File: src/core/tmz_pkg.sv
// Package for the timer-zero block: APB register map, field positions, modes and timing.
// Assumes a 25 MHz core clock and a 32-bit APB master.
package tmz_pkg;
  localparam logic [7:0] MODE_CTRL_OFS = 8'h00;
  localparam logic [7:0] TIMER_CTRL_OFS = 8'h04;
  localparam logic [7:0] LOW_BYTE_OFS = 8'h08;
  localparam logic [7:0] HIGH_BYTE_OFS = 8'h0c;
  localparam logic [7:0] SVC_ACK_OFS = 8'h10;
  // Mode control register lower nibble.
  localparam int MC_MODE_LO = 0;
  localparam int MC_MODE_HI = 1;
  localparam int MC_CNTSEL = 2;
  localparam int MC_GATE = 3;
  // Timer control register bits.
  localparam int TC_IRQ_TYPE = 0;
  localparam int TC_IRQ_FLAG = 1;
  localparam int TC_RUN0 = 4;
  localparam int TC_OVF0 = 5;
  localparam int TC_RUN1 = 6;
  localparam int TC_OVF1 = 7;
  // Service acknowledge word bits.
  localparam int ACK_OVF0 = 0;
  localparam int ACK_OVF1 = 1;
  localparam int ACK_EXT = 2;
  localparam logic [7:0] CTRL_RESET = 8'h00;
  localparam logic [7:0] COUNT_RESET = 8'h00;
  localparam logic [4:0] PRESCALE_FULL = 5'h1f;
  localparam logic [7:0] BYTE_FULL = 8'hff;
  localparam int PERIPH_DIV = 6;
  localparam logic [2:0] DIV_LAST = 3'(PERIPH_DIV - 1);
  localparam logic [31:0] UNMAPPED_DATA = 32'h0000_0000;
  typedef enum logic [1:0] {
    TMZ_MODE13 = 2'b00,
    TMZ_MODE16 = 2'b01,
    TMZ_MODE8R = 2'b10,
    TMZ_MODESPLIT = 2'b11
  } tmz_mode_t;
endpackage

File: src/core/tmz_pin_sync.sv
// Three-stage pin synchroniser with an agreement check between the last two stages.
// Assumes the pin is asynchronous to core_clk.
`timescale 1ns/100ps
`default_nettype none
module tmz_pin_sync (
  input  wire logic core_clk,
  input  wire logic rst_n,
  input  wire logic pinIn,
  output logic      pinLevel
);
  logic [2:0] sync_r;
  logic [2:0] sync_nxt;
  logic       level_r;
  logic       level_nxt;

  always_comb begin
    sync_nxt = {sync_r[1:0], pinIn};
    level_nxt = level_r;
    // Stage 0 feeds only stage 1; the filter looks at stages 1 and 2.
    if (sync_r[2] == sync_r[1]) begin
      level_nxt = sync_r[2];
    end
  end

  always_ff @(posedge core_clk) begin
    if (!rst_n) begin
      sync_r <= 3'h7;
      level_r <= 1'b1;
    end else begin
      sync_r <= sync_nxt;
      level_r <= level_nxt;
    end
  end

  assign pinLevel = level_r;
endmodule
`default_nettype wire

File: src/core/tmz_timer.sv
// Timer zero with four modes, an APB register port and overflow interrupt requests.
// Assumes an APB master on core_clk and external count and gate pins from outside the domain.
// What this block does
// - Running counts low byte from chosen input; in modes 0 and 1 low carries to high and high sets overflow.
// - Setting run keeps both count bytes unchanged.
// - Timer mode advances once per peripheral cycle, core clock divided by six.
// - Counter mode samples the pin per peripheral cycle; high then low increments.
// - Edge recognition takes two peripheral cycles; top rate one twelfth of the core clock.
// - Mode nibble holds gate, select, mode; control bits 0,1,4,5 for timer zero.
// - Gate clear: run alone enables; gate set: gate pin also controls.
// - Wrap from all ones to zeros sets overflow and requests interrupt.
// - Mode 0: five-bit prescaler in low byte clocks the 8-bit high byte.
// - Mode 1: low and high bytes cascade as one 16-bit counter.
// - Mode 2: low byte overflows, sets flag, reloads from high byte.
// - Overflow flag clears when the processor services the interrupt.
// - New reload value in high byte is used at next overflow.
// - Four modes, each as timer or event counter.
// - Mode 3: low byte own timer; high byte timer uses timer-one run and flag.
`timescale 1ns/100ps
`default_nettype none
module tmz_timer (
  input  wire logic        core_clk,
  input  wire logic        rst_n,
  input  wire logic        psel,
  input  wire logic        penable,
  input  wire logic        pwrite,
  input  wire logic [7:0]  paddr,
  input  wire logic [31:0] pwdata,
  output logic      [31:0] prdata,
  output logic             pready,
  output logic             pslverr,
  input  wire logic        countPin,
  input  wire logic        external_gate_pin,
  input  wire logic        irqServiceAck,
  output logic             ovfIrq,
  output logic             ovfIrqAux,
  output logic             extIrq
);
  logic [3:0]  mode_control_reg_r, mode_control_reg_nxt;
  logic [7:0]  timer_control_reg_r, timer_control_reg_nxt;
  logic [7:0]  count_low_byte_r, count_low_byte_nxt;
  logic [7:0]  count_high_byte_r, count_high_byte_nxt;
  logic [2:0]  div_r, div_nxt;
  logic        cntSample_r, cntSample_nxt;
  logic        gatePrev_r, gatePrev_nxt;
  logic [31:0] prdata_r, prdata_nxt;
  logic        cntLevel;
  logic        gateLevel;
  logic        periphTick;
  logic        wrAcc;
  logic        rdAcc;
  logic        mapped;
  logic        inc;
  logic        incHi;
  logic        countEnable;
  logic        fallEdge;
  tmz_pkg::tmz_mode_t mode;

  tmz_pin_sync uCntSync (
    .core_clk (core_clk),
    .rst_n    (rst_n),
    .pinIn    (countPin),
    .pinLevel (cntLevel)
  );

  tmz_pin_sync uGateSync (
    .core_clk (core_clk),
    .rst_n    (rst_n),
    .pinIn    (external_gate_pin),
    .pinLevel (gateLevel)
  );

  // The slave answers in the first access cycle, so pready is tied to the access phase.
  assign pready = psel && penable;
  assign wrAcc = psel && penable && pwrite;
  // Read data is captured at the end of the setup cycle, so it stands through the access phase.
  // A count read this way may be one core cycle old, which software cannot tell apart.
  assign rdAcc = psel && !penable && !pwrite;
  assign mapped = (paddr == tmz_pkg::MODE_CTRL_OFS) || (paddr == tmz_pkg::TIMER_CTRL_OFS) ||
                  (paddr == tmz_pkg::LOW_BYTE_OFS) || (paddr == tmz_pkg::HIGH_BYTE_OFS) ||
                  (paddr == tmz_pkg::SVC_ACK_OFS);
  assign pslverr = pready && !mapped;
  assign prdata = prdata_r;

  assign mode = tmz_pkg::tmz_mode_t'({mode_control_reg_r[tmz_pkg::MC_MODE_HI],
                                      mode_control_reg_r[tmz_pkg::MC_MODE_LO]});
  assign periphTick = (div_r == tmz_pkg::DIV_LAST);
  assign fallEdge = cntSample_r && !cntLevel;
  assign countEnable = timer_control_reg_r[tmz_pkg::TC_RUN0] &&
                       (!mode_control_reg_r[tmz_pkg::MC_GATE] || gateLevel);
  assign inc = periphTick && countEnable &&
               (mode_control_reg_r[tmz_pkg::MC_CNTSEL] ? fallEdge : 1'b1);
  // The split high-byte timer always counts peripheral cycles under the timer-one run bit.
  assign incHi = periphTick && timer_control_reg_r[tmz_pkg::TC_RUN1];

  always_comb begin
    div_nxt = periphTick ? 3'h0 : div_r + 3'h1;
    cntSample_nxt = periphTick ? cntLevel : cntSample_r;
    gatePrev_nxt = gateLevel;
  end

  always_comb begin
    mode_control_reg_nxt = mode_control_reg_r;
    timer_control_reg_nxt = timer_control_reg_r;
    count_low_byte_nxt = count_low_byte_r;
    count_high_byte_nxt = count_high_byte_r;
    prdata_nxt = prdata_r;
    // Software writes; run changes leave the count alone.
    if (wrAcc) begin
      case (paddr)
        tmz_pkg::MODE_CTRL_OFS: mode_control_reg_nxt = pwdata[3:0];
        tmz_pkg::TIMER_CTRL_OFS: begin
          timer_control_reg_nxt[tmz_pkg::TC_RUN0] = pwdata[tmz_pkg::TC_RUN0];
          timer_control_reg_nxt[tmz_pkg::TC_RUN1] = pwdata[tmz_pkg::TC_RUN1];
          timer_control_reg_nxt[tmz_pkg::TC_IRQ_TYPE] = pwdata[tmz_pkg::TC_IRQ_TYPE];
          timer_control_reg_nxt[tmz_pkg::TC_OVF0] = pwdata[tmz_pkg::TC_OVF0];
          timer_control_reg_nxt[tmz_pkg::TC_OVF1] = pwdata[tmz_pkg::TC_OVF1];
          timer_control_reg_nxt[tmz_pkg::TC_IRQ_FLAG] = pwdata[tmz_pkg::TC_IRQ_FLAG];
        end
        tmz_pkg::LOW_BYTE_OFS: count_low_byte_nxt = pwdata[7:0];
        tmz_pkg::HIGH_BYTE_OFS: count_high_byte_nxt = pwdata[7:0];
        tmz_pkg::SVC_ACK_OFS: begin
          if (pwdata[tmz_pkg::ACK_OVF0]) begin
            timer_control_reg_nxt[tmz_pkg::TC_OVF0] = 1'b0;
          end
          if (pwdata[tmz_pkg::ACK_OVF1]) begin
            timer_control_reg_nxt[tmz_pkg::TC_OVF1] = 1'b0;
          end
          if (pwdata[tmz_pkg::ACK_EXT]) begin
            timer_control_reg_nxt[tmz_pkg::TC_IRQ_FLAG] = 1'b0;
          end
        end
        default: begin
        end
      endcase
    end
    // The interrupt controller's service strobe clears the overflow flag.
    if (irqServiceAck) begin
      timer_control_reg_nxt[tmz_pkg::TC_OVF0] = 1'b0;
    end
    // External interrupt flag: edge or level on the gate pin, set wins over clear.
    if (timer_control_reg_r[tmz_pkg::TC_IRQ_TYPE] ? (gatePrev_r && !gateLevel) : !gateLevel) begin
      timer_control_reg_nxt[tmz_pkg::TC_IRQ_FLAG] = 1'b1;
    end
    // Counting comes after the writes; presetting while running is undefined anyway.
    case (mode)
      tmz_pkg::TMZ_MODE13: begin
        if (inc) begin
          count_low_byte_nxt[4:0] = count_low_byte_r[4:0] + 5'h01;
          if (count_low_byte_r[4:0] == tmz_pkg::PRESCALE_FULL) begin
            count_high_byte_nxt = count_high_byte_r + 8'h01;
            if (count_high_byte_r == tmz_pkg::BYTE_FULL) begin
              timer_control_reg_nxt[tmz_pkg::TC_OVF0] = 1'b1;
            end
          end
        end
      end
      tmz_pkg::TMZ_MODE16: begin
        if (inc) begin
          count_low_byte_nxt = count_low_byte_r + 8'h01;
          if (count_low_byte_r == tmz_pkg::BYTE_FULL) begin
            count_high_byte_nxt = count_high_byte_r + 8'h01;
            if (count_high_byte_r == tmz_pkg::BYTE_FULL) begin
              timer_control_reg_nxt[tmz_pkg::TC_OVF0] = 1'b1;
            end
          end
        end
      end
      tmz_pkg::TMZ_MODE8R: begin
        if (inc) begin
          if (count_low_byte_r == tmz_pkg::BYTE_FULL) begin
            count_low_byte_nxt = count_high_byte_r;
            timer_control_reg_nxt[tmz_pkg::TC_OVF0] = 1'b1;
          end else begin
            count_low_byte_nxt = count_low_byte_r + 8'h01;
          end
        end
      end
      tmz_pkg::TMZ_MODESPLIT: begin
        if (inc) begin
          count_low_byte_nxt = count_low_byte_r + 8'h01;
          if (count_low_byte_r == tmz_pkg::BYTE_FULL) begin
            timer_control_reg_nxt[tmz_pkg::TC_OVF0] = 1'b1;
          end
        end
        if (incHi) begin
          count_high_byte_nxt = count_high_byte_r + 8'h01;
          if (count_high_byte_r == tmz_pkg::BYTE_FULL) begin
            timer_control_reg_nxt[tmz_pkg::TC_OVF1] = 1'b1;
          end
        end
      end
      default: begin
      end
    endcase
    if (rdAcc) begin
      case (paddr)
        tmz_pkg::MODE_CTRL_OFS: prdata_nxt = {28'h0000000, mode_control_reg_r};
        tmz_pkg::TIMER_CTRL_OFS: prdata_nxt = {24'h000000, timer_control_reg_r};
        tmz_pkg::LOW_BYTE_OFS: prdata_nxt = {24'h000000, count_low_byte_r};
        tmz_pkg::HIGH_BYTE_OFS: prdata_nxt = {24'h000000, count_high_byte_r};
        default: prdata_nxt = tmz_pkg::UNMAPPED_DATA;
      endcase
    end
  end

  always_ff @(posedge core_clk) begin
    if (!rst_n) begin
      mode_control_reg_r <= tmz_pkg::CTRL_RESET[3:0];
      timer_control_reg_r <= tmz_pkg::CTRL_RESET;
      count_low_byte_r <= tmz_pkg::COUNT_RESET;
      count_high_byte_r <= tmz_pkg::COUNT_RESET;
      div_r <= 3'h0;
      cntSample_r <= 1'b1;
      gatePrev_r <= 1'b1;
      prdata_r <= tmz_pkg::UNMAPPED_DATA;
    end else begin
      mode_control_reg_r <= mode_control_reg_nxt;
      timer_control_reg_r <= timer_control_reg_nxt;
      count_low_byte_r <= count_low_byte_nxt;
      count_high_byte_r <= count_high_byte_nxt;
      div_r <= div_nxt;
      cntSample_r <= cntSample_nxt;
      gatePrev_r <= gatePrev_nxt;
      prdata_r <= prdata_nxt;
    end
  end

  // The interrupt requests are flag bits, so they leave the block glitch-free from flip-flops.
  assign ovfIrq = timer_control_reg_r[tmz_pkg::TC_OVF0];
  assign ovfIrqAux = timer_control_reg_r[tmz_pkg::TC_OVF1];
  assign extIrq = timer_control_reg_r[tmz_pkg::TC_IRQ_FLAG];

  // All checks sit in the core clock domain and stay quiet while reset is held.
  a_tick_period: assert property (@(posedge core_clk) disable iff (!rst_n)
    periphTick |=> !periphTick [*5] ##1 periphTick) else $error("tick period wrong");
  a_run_holds: assert property (@(posedge core_clk) disable iff (!rst_n)
    (!timer_control_reg_r[tmz_pkg::TC_RUN0] && !wrAcc && mode != tmz_pkg::TMZ_MODESPLIT)
    |=> $stable(count_low_byte_r)) else $error("count moved while stopped");
  a_mode1_ovf: assert property (@(posedge core_clk) disable iff (!rst_n)
    (mode == tmz_pkg::TMZ_MODE16 && inc && count_low_byte_r == 8'hff &&
     count_high_byte_r == 8'hff && !irqServiceAck)
    |=> ovfIrq && count_low_byte_r == 8'h00 && count_high_byte_r == 8'h00)
    else $error("16-bit wrap wrong");
  a_reload: assert property (@(posedge core_clk) disable iff (!rst_n)
    (mode == tmz_pkg::TMZ_MODE8R && inc && count_low_byte_r == 8'hff && !wrAcc)
    |=> count_low_byte_r == $past(count_high_byte_r) && $stable(count_high_byte_r))
    else $error("reload wrong");
  a_mode0_carry: assert property (@(posedge core_clk) disable iff (!rst_n)
    (mode == tmz_pkg::TMZ_MODE13 && inc && count_low_byte_r[4:0] == 5'h1f && !wrAcc)
    |=> count_high_byte_r == $past(count_high_byte_r) + 8'h01) else $error("prescale carry");
  a_svc_clear: assert property (@(posedge core_clk) disable iff (!rst_n)
    (irqServiceAck && !inc && !wrAcc) |=> !ovfIrq) else $error("flag not cleared");
  a_gate_block: assert property (@(posedge core_clk) disable iff (!rst_n)
    (mode_control_reg_r[tmz_pkg::MC_GATE] && !gateLevel) |-> !inc) else $error("gate ignored");
  a_edge_count: assert property (@(posedge core_clk) disable iff (!rst_n)
    (mode_control_reg_r[tmz_pkg::MC_CNTSEL] && inc) |-> (cntSample_r && !cntLevel))
    else $error("count without edge");
  a_timer_inc: assert property (@(posedge core_clk) disable iff (!rst_n)
    (!mode_control_reg_r[tmz_pkg::MC_CNTSEL] && periphTick && countEnable) |-> inc)
    else $error("timer missed tick");
  a_start_keeps: assert property (@(posedge core_clk) disable iff (!rst_n)
    (wrAcc && paddr == tmz_pkg::TIMER_CTRL_OFS && !timer_control_reg_r[tmz_pkg::TC_RUN0] &&
     mode != tmz_pkg::TMZ_MODESPLIT) |=> $stable(count_low_byte_r) && $stable(count_high_byte_r))
    else $error("start moved count");
  a_stop_still: assert property (@(posedge core_clk) disable iff (!rst_n)
    !timer_control_reg_r[tmz_pkg::TC_RUN0] |-> !inc) else $error("count while stopped");
  a_gate_free: assert property (@(posedge core_clk) disable iff (!rst_n)
    (!mode_control_reg_r[tmz_pkg::MC_GATE] && timer_control_reg_r[tmz_pkg::TC_RUN0] &&
     !mode_control_reg_r[tmz_pkg::MC_CNTSEL] && periphTick) |-> inc)
    else $error("run alone ignored");
  a_mode16_carry: assert property (@(posedge core_clk) disable iff (!rst_n)
    (mode == tmz_pkg::TMZ_MODE16 && inc && count_low_byte_r == 8'hff && !wrAcc)
    |=> count_high_byte_r == $past(count_high_byte_r) + 8'h01) else $error("16-bit carry");
  a_mode0_upper: assert property (@(posedge core_clk) disable iff (!rst_n)
    (mode == tmz_pkg::TMZ_MODE13 && inc && !wrAcc) |=> $stable(count_low_byte_r[7:5]))
    else $error("prescale upper bits moved");
  a_mode2_high: assert property (@(posedge core_clk) disable iff (!rst_n)
    (mode == tmz_pkg::TMZ_MODE8R && !wrAcc) |=> $stable(count_high_byte_r))
    else $error("reload source moved");
  a_ovf_sticky: assert property (@(posedge core_clk) disable iff (!rst_n)
    (ovfIrq && !irqServiceAck && !wrAcc) |=> ovfIrq) else $error("flag dropped");
  a_split_aux: assert property (@(posedge core_clk) disable iff (!rst_n)
    (mode == tmz_pkg::TMZ_MODESPLIT && incHi && count_high_byte_r == 8'hff) |=> ovfIrqAux)
    else $error("split flag missing");
  a_ext_level: assert property (@(posedge core_clk) disable iff (!rst_n)
    (!timer_control_reg_r[tmz_pkg::TC_IRQ_TYPE] && !gateLevel) |=> extIrq)
    else $error("level request missed");

  // Covers for the main scenarios: overflow in modes 1 and 2, the split high-byte overflow, event counting and gated counting.
  c_ovf16: cover property (@(posedge core_clk) mode == tmz_pkg::TMZ_MODE16 && $rose(ovfIrq));
  c_reload: cover property (@(posedge core_clk) mode == tmz_pkg::TMZ_MODE8R && $rose(ovfIrq));
  c_event: cover property (@(posedge core_clk) mode_control_reg_r[tmz_pkg::MC_CNTSEL] && inc);
  c_split: cover property (@(posedge core_clk)
    mode == tmz_pkg::TMZ_MODESPLIT && $rose(ovfIrqAux));
  c_gated: cover property (@(posedge core_clk) mode_control_reg_r[tmz_pkg::MC_GATE] && inc);
endmodule
`default_nettype wire

File: config.mk
export PLATFORM = sky130hd
export DESIGN_NAME = tmz_timer
export DESIGN_NICKNAME = d
export VERILOG_FILES = /design/src/core/tmz_pkg.sv /design/src/core/tmz_pin_sync.sv /design/src/core/tmz_timer.sv
export SDC_FILE = /design/constraint.sdc
export NUM_CORES = 1
export LEC_CHECK = 0
export BUFFER_PORTS_ARGS = -buffer_cell sky130_fd_sc_hd__buf_2
export CORE_ASPECT_RATIO = 1.4
export CORE_MARGIN = 2
export CORE_UTILIZATION = 47
export DETAILED_ROUTE_END_ITERATION = 8
export PLACE_DENSITY_LB_ADDON = 0.2
export SLEW_MARGIN = 25
export SYNTH_ARGS = -nofsm -noshare
export SYNTH_HDL_FRONTEND = slang
export SYNTH_HIERARCHICAL = 1
export SYNTH_SLANG_ARGS = --single-unit
File: constraint.sdc
create_clock -name core_clk -period 2 [get_ports core_clk]
set_clock_uncertainty 0.1 [all_clocks]
set_input_delay 0.2 -clock core_clk [delete_from_list [all_inputs] [get_ports core_clk]]
set_output_delay 0.2 -clock core_clk [all_outputs]
set_load 0.01 [all_outputs]
==> results by group, run 1 <==
Yosys
  • Syn Inst Count: 346
  • Ys async rst share: 0%
  • Mapped Area: 2880 sq um
  • Mean Syn Cell Area: 8.33 sq um
  • Count of cell types in the netlist: 60
  • Number of flops mapped to enable cells by yosys: 0
  • Count leader, synth: dfxtp_1
  • Ys flop type: dfxtp_1
  • Synthesis-stage register bit count: 47
  • Yosys top cell by area: dfxtp_1
  • Area contributors post-synth: dfxtp_1 33%, buf_4 6.3%, nor2_1 5.9%
  • Synth warnings: 6
  • Seq/Total Area, Yosys: roughly a third
  • Post-synth top area share: between 30% and 40%
  • Synth top cells by count: 47 x dfxtp_1, 45 x nor2_1, 31 x nand2_1

Detailed routing
  • Via Count: 2771
  • Routed wire length per instance: 16.3 um
  • Drt pass-1 iters: 4
  • DR DRC count: 0
  • Vias per std cell: 5.77
  • Routed Antenna Nets: 0
  • Total wire length: 7810 um
  • Starting DRT DRC Count: 182

Setup path
  • Worst Path Max Fanout: 7
  • Critical path class: flop to flop
  • CP required: 2.17 ns
  • CP Capture Type: flop
  • R2R depth: 8
  • Startpoint Class: flop
  • Worst endpoint data arrival time: 2.06 ns

Global route
  • GR Overflow Total: 0
  • GRT Total Usage: approximately a quarter
  • Global-route wire length before repair: around 13000 um
  • Largest net degree at the start of global routing: 22
  • Initial antenna violation count: 0
  • Vias in the first global route: 2631

Clocking
  • CTS tree: built
  • Clock Latency Late Sink: 0.31 ns
  • Clock slew at reported path FFs: 0.10 ns
  • Inserted Clock Buffers: 5
  • Clock Path Buffers: 2
  • Depth of the CTS H-tree: 2
  • Clk root buf: clkbuf_8
  • Sink Count: 47

Layout
  • Area delta synth->final: 18.5%
  • Nets@finish: 462
  • Register Area: 945 sq um
  • Layout cells sized above 1: around a quarter
  • Multi-input gate area: 1760 sq um
  • Fin cells: 480
  • Antenna cells: 0
  • Design Area, Final: 3420 sq um
  • Fill cells: 552

Place
  • HPWL after DPL: 5960 um
  • Cell Area, Placed: between 3000 and 4000 sq um
  • PortBufs: 36
  • Routability cong.: 0.968
  • Dpl cells: about 470

Timing
  • RSZ-0062 raised after global routing: false
  • Max frequency: about 530 MHz
  • Final Cycle Share: 94.5%
  • Setup-failing EPs final: 0
  • TNS Setup: 0 ns
  • Crit path time final: roughly 1.9 ns
  • Final Max Tran Viols: 0
  • Fin. Hold Viols: 0

Hold path
  • Hold path cells: 3
  • HP Class: input pin to flop

Die
  • Die height: 96.7 um
  • Die Area: roughly 6800 sq um
  • Boundary Pins: 85
  • Rows: 33
  • Initial Utilization: 48.8%
  • Core footprint: 5900 sq um
  • Die width: roughly 70 um

Power and ir drop
  • PwrDens: around 540 nW/um^2
  • Total leakage power: approximately 1.6 nW
  • VDD IR-drop max: 0.000325 V
  • Pwr Total: 0.00184 W

Outcome
  • Status: complete, no violations

Job
  • Maxcap violations: 0
## per-stage QoR
step           util (%)  setup slack, ns  hold slack, ns
5_1_grt            57.9           0.0130          0.0851
3_5_place_dp       54.7          -0.0126           0.291
4_1_cts            57.3           0.0253          0.0667
3_3_place_gp       54.7         -0.00685           0.285
2_1_floorplan         -           0.0157           0.173
6_report           57.9            0.111          0.0652
## placed cells by master, fill, tap and decap left out, types with 7 or more instances in the layout
cell	count
dfxtp_1	44
nor2_1	43
buf_2	36
buf_4	32
nand2_1	31
conb_1	24
mux2i_1	16
nand3_1	15
and3_1	10
a21oi_1	10
o211ai_1	10
inv_1	9
a22oi_1	9
nand2b_1	8
nor3_1	7
## layout make-up
class / instances / share of cell area [%]
multi-input combinational: 273 / 51.5
clock buffer: 5 / 2.01
sequential: 47 / 27.6
tap: 70 / 2.56
timing repair buffer: 72 / 13.8
inverter: 10 / 1.10
clock inverter: 3 / 1.39
## critical path, cell delays in order (launching register included)
cell     delay [ns]
dfxtp_2        0.35
ha_2           0.20
nand4_1        0.22
buf_4          0.22
nor4_4         0.16
buf_4          0.21
nand2_1        0.06
a21oi_1        0.19
o21a_1         0.14
## metal layers
layer	wire length, um	part of all wire, %	track usage [%]
met4	242	3.1	12.0
met1	3080	39	27.6
met5	0	0	0
met3	432	5.5	4.06
met2	4050	52	40.9
## flip-flops by register name (all words and copies together) (netlist names)
| name | flops |
|---|---|
| count_high_byte_r | 8 |
| count_low_byte_r | 8 |
| prdata | 8 |
| timer_control_reg_r | 6 |
| mode_control_reg_r | 4 |
| div_r | 3 |
| uCntSync/sync_r | 3 |
| uGateSync/sync_r | 3 |
| cntSample_r | 1 |
| gatePrev_r | 1 |
| uCntSync/pinLevel | 1 |
| uGateSync/pinLevel | 1 |
## final timing paths
| kind | start | end | slack [ns] |
|---|---|---|---|
| worst min register to register | uCntSync/sync_r[0] | uCntSync/sync_r[1] | 0.31 |
| worst max register to register | count_low_byte_r[1] | count_low_byte_r[6] | 0.11 |
| worst max-delay path | count_low_byte_r[1] | count_low_byte_r[6] | 0.11 |
| worst min-delay path | pwdata[3] | mode_control_reg_r[3] | 0.07 |
## cell families (layout without fill, tap and decap cells)
kind of cell	Yosys count	count (layout)	share of synthesized area, %
buffers and inverters	49	90	10.1
adder cells (fa/ha/maj)	5	5	2.17
AO/OA/AOI/OAI	72	72	17.9
multiplexers	25	25	9.85
AND/OR/NAND/NOR	144	144	26.3
flip-flops	47	47	32.6
XOR/XNOR	3	3	0.912
other	1	24	0.130
## timing repair
item / in CTS / in global routing
hold endpoints to repair: 3 / 0
setup buffers: 1 / 1
gates resized for setup: 0 / 9
setup endpoints to repair: 1 / 11
hold buffers: 3 / 0
pin swaps: 1 / 1
## power by group
group	internal, W	switching, W
Sequential	0.000946	0.00000598
Clock	0.000380	0.000363
Combinational	0.0000485	0.0000960
Total	0.00137	0.000465
No activity file was read; power rests on OpenSTA's default activity.
==> run 2: changes to the inputs <==
- HOLD_SLACK_MARGIN: unset -> 0.1
- RECOVER_POWER: unset -> 100
==> results by group, run 2 (synthesized netlist as in run 1, its figures left out) <==
Place
  • Pre-CTS WS: -0.0126 ns
  • Routability cong.: 0.968
  • PortBufs: 36
  • Cell Area, Placed: around 3200 sq um
  • HPWL after DPL: around 6000 um

Layout
  • Design Area, Final: around 3400 sq um
  • Register Area: approximately 940 sq um
  • Nets@finish: 466
  • Final core utilization: 57.6%
  • Area delta synth->final: 18.0%
  • Fill cells: 567
  • Most frequent cells in the layout: 44 x dfxtp_1, 43 x nor2_1, 31 x nand2_1
  • Commonest non-fill, non-tap cell in the layout: dfxtp_1
  • Antenna cells: 0
  • Layout cells sized above 1: 20.5%
  • Multi-input gate area: 1750 sq um

Hold path
  • Hold Path End: mode_control_reg_r[2]
  • HP Class: input pin to flop
  • Hold path cells: 3
  • Hold_sp: pwdata[2]

Clocking
  • Clock slew at reported path FFs: around 0.1 ns
  • Sink Count: 47
  • Inserted Clock Buffers: 5
  • Depth of the CTS H-tree: 2
  • Clock Latency Late Sink: ~0.31 ns
  • Clock Path Buffers: 2
  • Clk root buf: clkbuf_8
  • CTS tree: built

Detailed routing
  • Total wire length: 7880 um
  • Via Count: 2790
  • Routed Antenna Nets: 0
  • Drt pass-1 iters: 5
  • Starting DRT DRC Count: around 160
  • DR DRC count: 0
  • Vias per std cell: 5.76
  • Routed wire length per instance: 16.3 um

Global route
  • Global-route wire length before repair: roughly 13000 um
  • GR Overflow Total: 0
  • Largest net degree at the start of global routing: 22
  • Initial antenna violation count: 0
  • GRT Total Usage: 23.8%
  • Vias in the first global route: 2650

Timing
  • RSZ-0062 raised after global routing: false
  • TNS Setup: 0 ns
  • Crit path time final: 1.90 ns
  • Relative slew slack: 39.2%
  • Slew @ Worst Pin: 0.913 ns
  • Fin. Hold Viols: 0
  • Final Max Tran Viols: 0
  • Final Cycle Share: 95.0%
  • Max frequency: 526 MHz
  • Setup-failing EPs final: 0
  • Final worst slack: 0.0996 ns

Setup path
  • Startpoint Class: flop
  • Critical path class: flop to flop
  • RR Startpoint: count_low_byte_r[0]
  • Register-to-Register Setup Slack: between 0.09 and 0.1 ns
  • Worst endpoint data arrival time: roughly 2.0 ns
  • Reg2Reg Capture Point: count_high_byte_r[0]
  • CP required: 2.09 ns
  • CP Capture Type: flop
  • Worst Path Max Fanout: 9
  • R2R depth: 8

Outcome
  • Status: complete, no violations

Power and ir drop
  • VDD IR-drop max: approximately 0.00032 V
  • Sequential Power Share: 51.9%
  • Total leakage power: 1.50 nW
  • Internal power: 0.00138 W
  • Switch share: between 20 and 25%
  • PwrDens: approximately 540 nW/um^2
  • Pwr Total: 0.00183 W
  • Logic pwr share: around 8.0%
  • Net Sw Power: 0.000457 W
  • Power share of the clock group: about 40%

Die
  • Die Area: 6780 sq um
  • Initial Utilization: 48.8%
  • Die width: 70.2 um
  • Die height: 96.7 um
  • Boundary Pins: 85
  • Rows: 33
  • Core footprint: 5900 sq um

Job
  • Maxcap violations: 0
==> run 2: metal layers <==
metal | share of wire [%] | up-vias | GRT usage, % | wire (um)
met3 | 5.7 | 20 | 4.06 | 451
met2 | 51 | 113 | 41.0 | 4000
met5 | 0 | - | 0 | 0
li1 | - | 1359 | - | -
met1 | 40 | 1298 | 27.9 | 3150
met4 | 3.5 | 0 | 12.0 | 274
==> run 2: area by class of cell <==
class | count | share of cell area [%]
clock buffers | 5 | 2.02
clock inverters | 3 | 1.40
inverters | 10 | 1.10
multi-input cells | 273 | 51.3
flip-flops and latches | 47 | 27.8
well taps | 70 | 2.58
repair buffers | 76 | 13.8
==> run 2: power by group through the flow <==
stage / sequential (W) / combinational, W / clock [W]
after floorplan: 0.000972 / 0.000114 / 0
after global placement: 0.000973 / 0.000137 / 0
after detailed placement: 0.000974 / 0.000139 / 0
after CTS: 0.000952 / 0.000149 / 0.000756
after global routing: 0.000954 / 0.000161 / 0.000786
final: 0.000952 / 0.000146 / 0.000735
==> run 2: worst max-delay path by stage <==
stage	cells after the start	slack, ns	start	end
global route	9	0.01	div_r[1]	count_high_byte_r[7]
finish	8	0.1	count_low_byte_r[0]	count_high_byte_r[0]
floorplan	6	0.02	div_r[0]	count_high_byte_r[0]
CTS	7	0.03	div_r[0]	count_high_byte_r[0]
detailed placement	7	-0.01	paddr[7]	count_low_byte_r[7]
global placement	7	-0.007	paddr[7]	count_low_byte_r[7]
==> run 2: critical path: stages, from the launching register on <==
cell	delay (ns)
dfxtp_2	0.33
ha_1	0.23
nand3_1	0.13
inv_1	0.05
ha_1	0.21
o211ai_1	0.09
buf_2	0.24
a21oi_1	0.10
o31a_1	0.30
==> run 2: timing repair <==
action | 4_1_cts | 5_1_grt
buffers inserted | 1 | 1
endpoints found under the hold margin | 7 | 0
hold buffers | 7 | 0
pin swaps | 1 | 1
cloned | 0 | 0
gates resized for setup | 0 | 9
setup endpoints to repair | 1 | 11
==> run 2: metrics by stage <==
| stage | cells | hold WS, ns |
|---|---|---|
| 3_5_place_dp | 467 | 0.291 |
| 6_report | 484 | 0.108 |
| 5_1_grt | 484 | 0.128 |
| 3_3_place_gp | 467 | 0.285 |
| 2_1_floorplan | 369 | 0.173 |
| 4_1_cts | 483 | 0.104 |
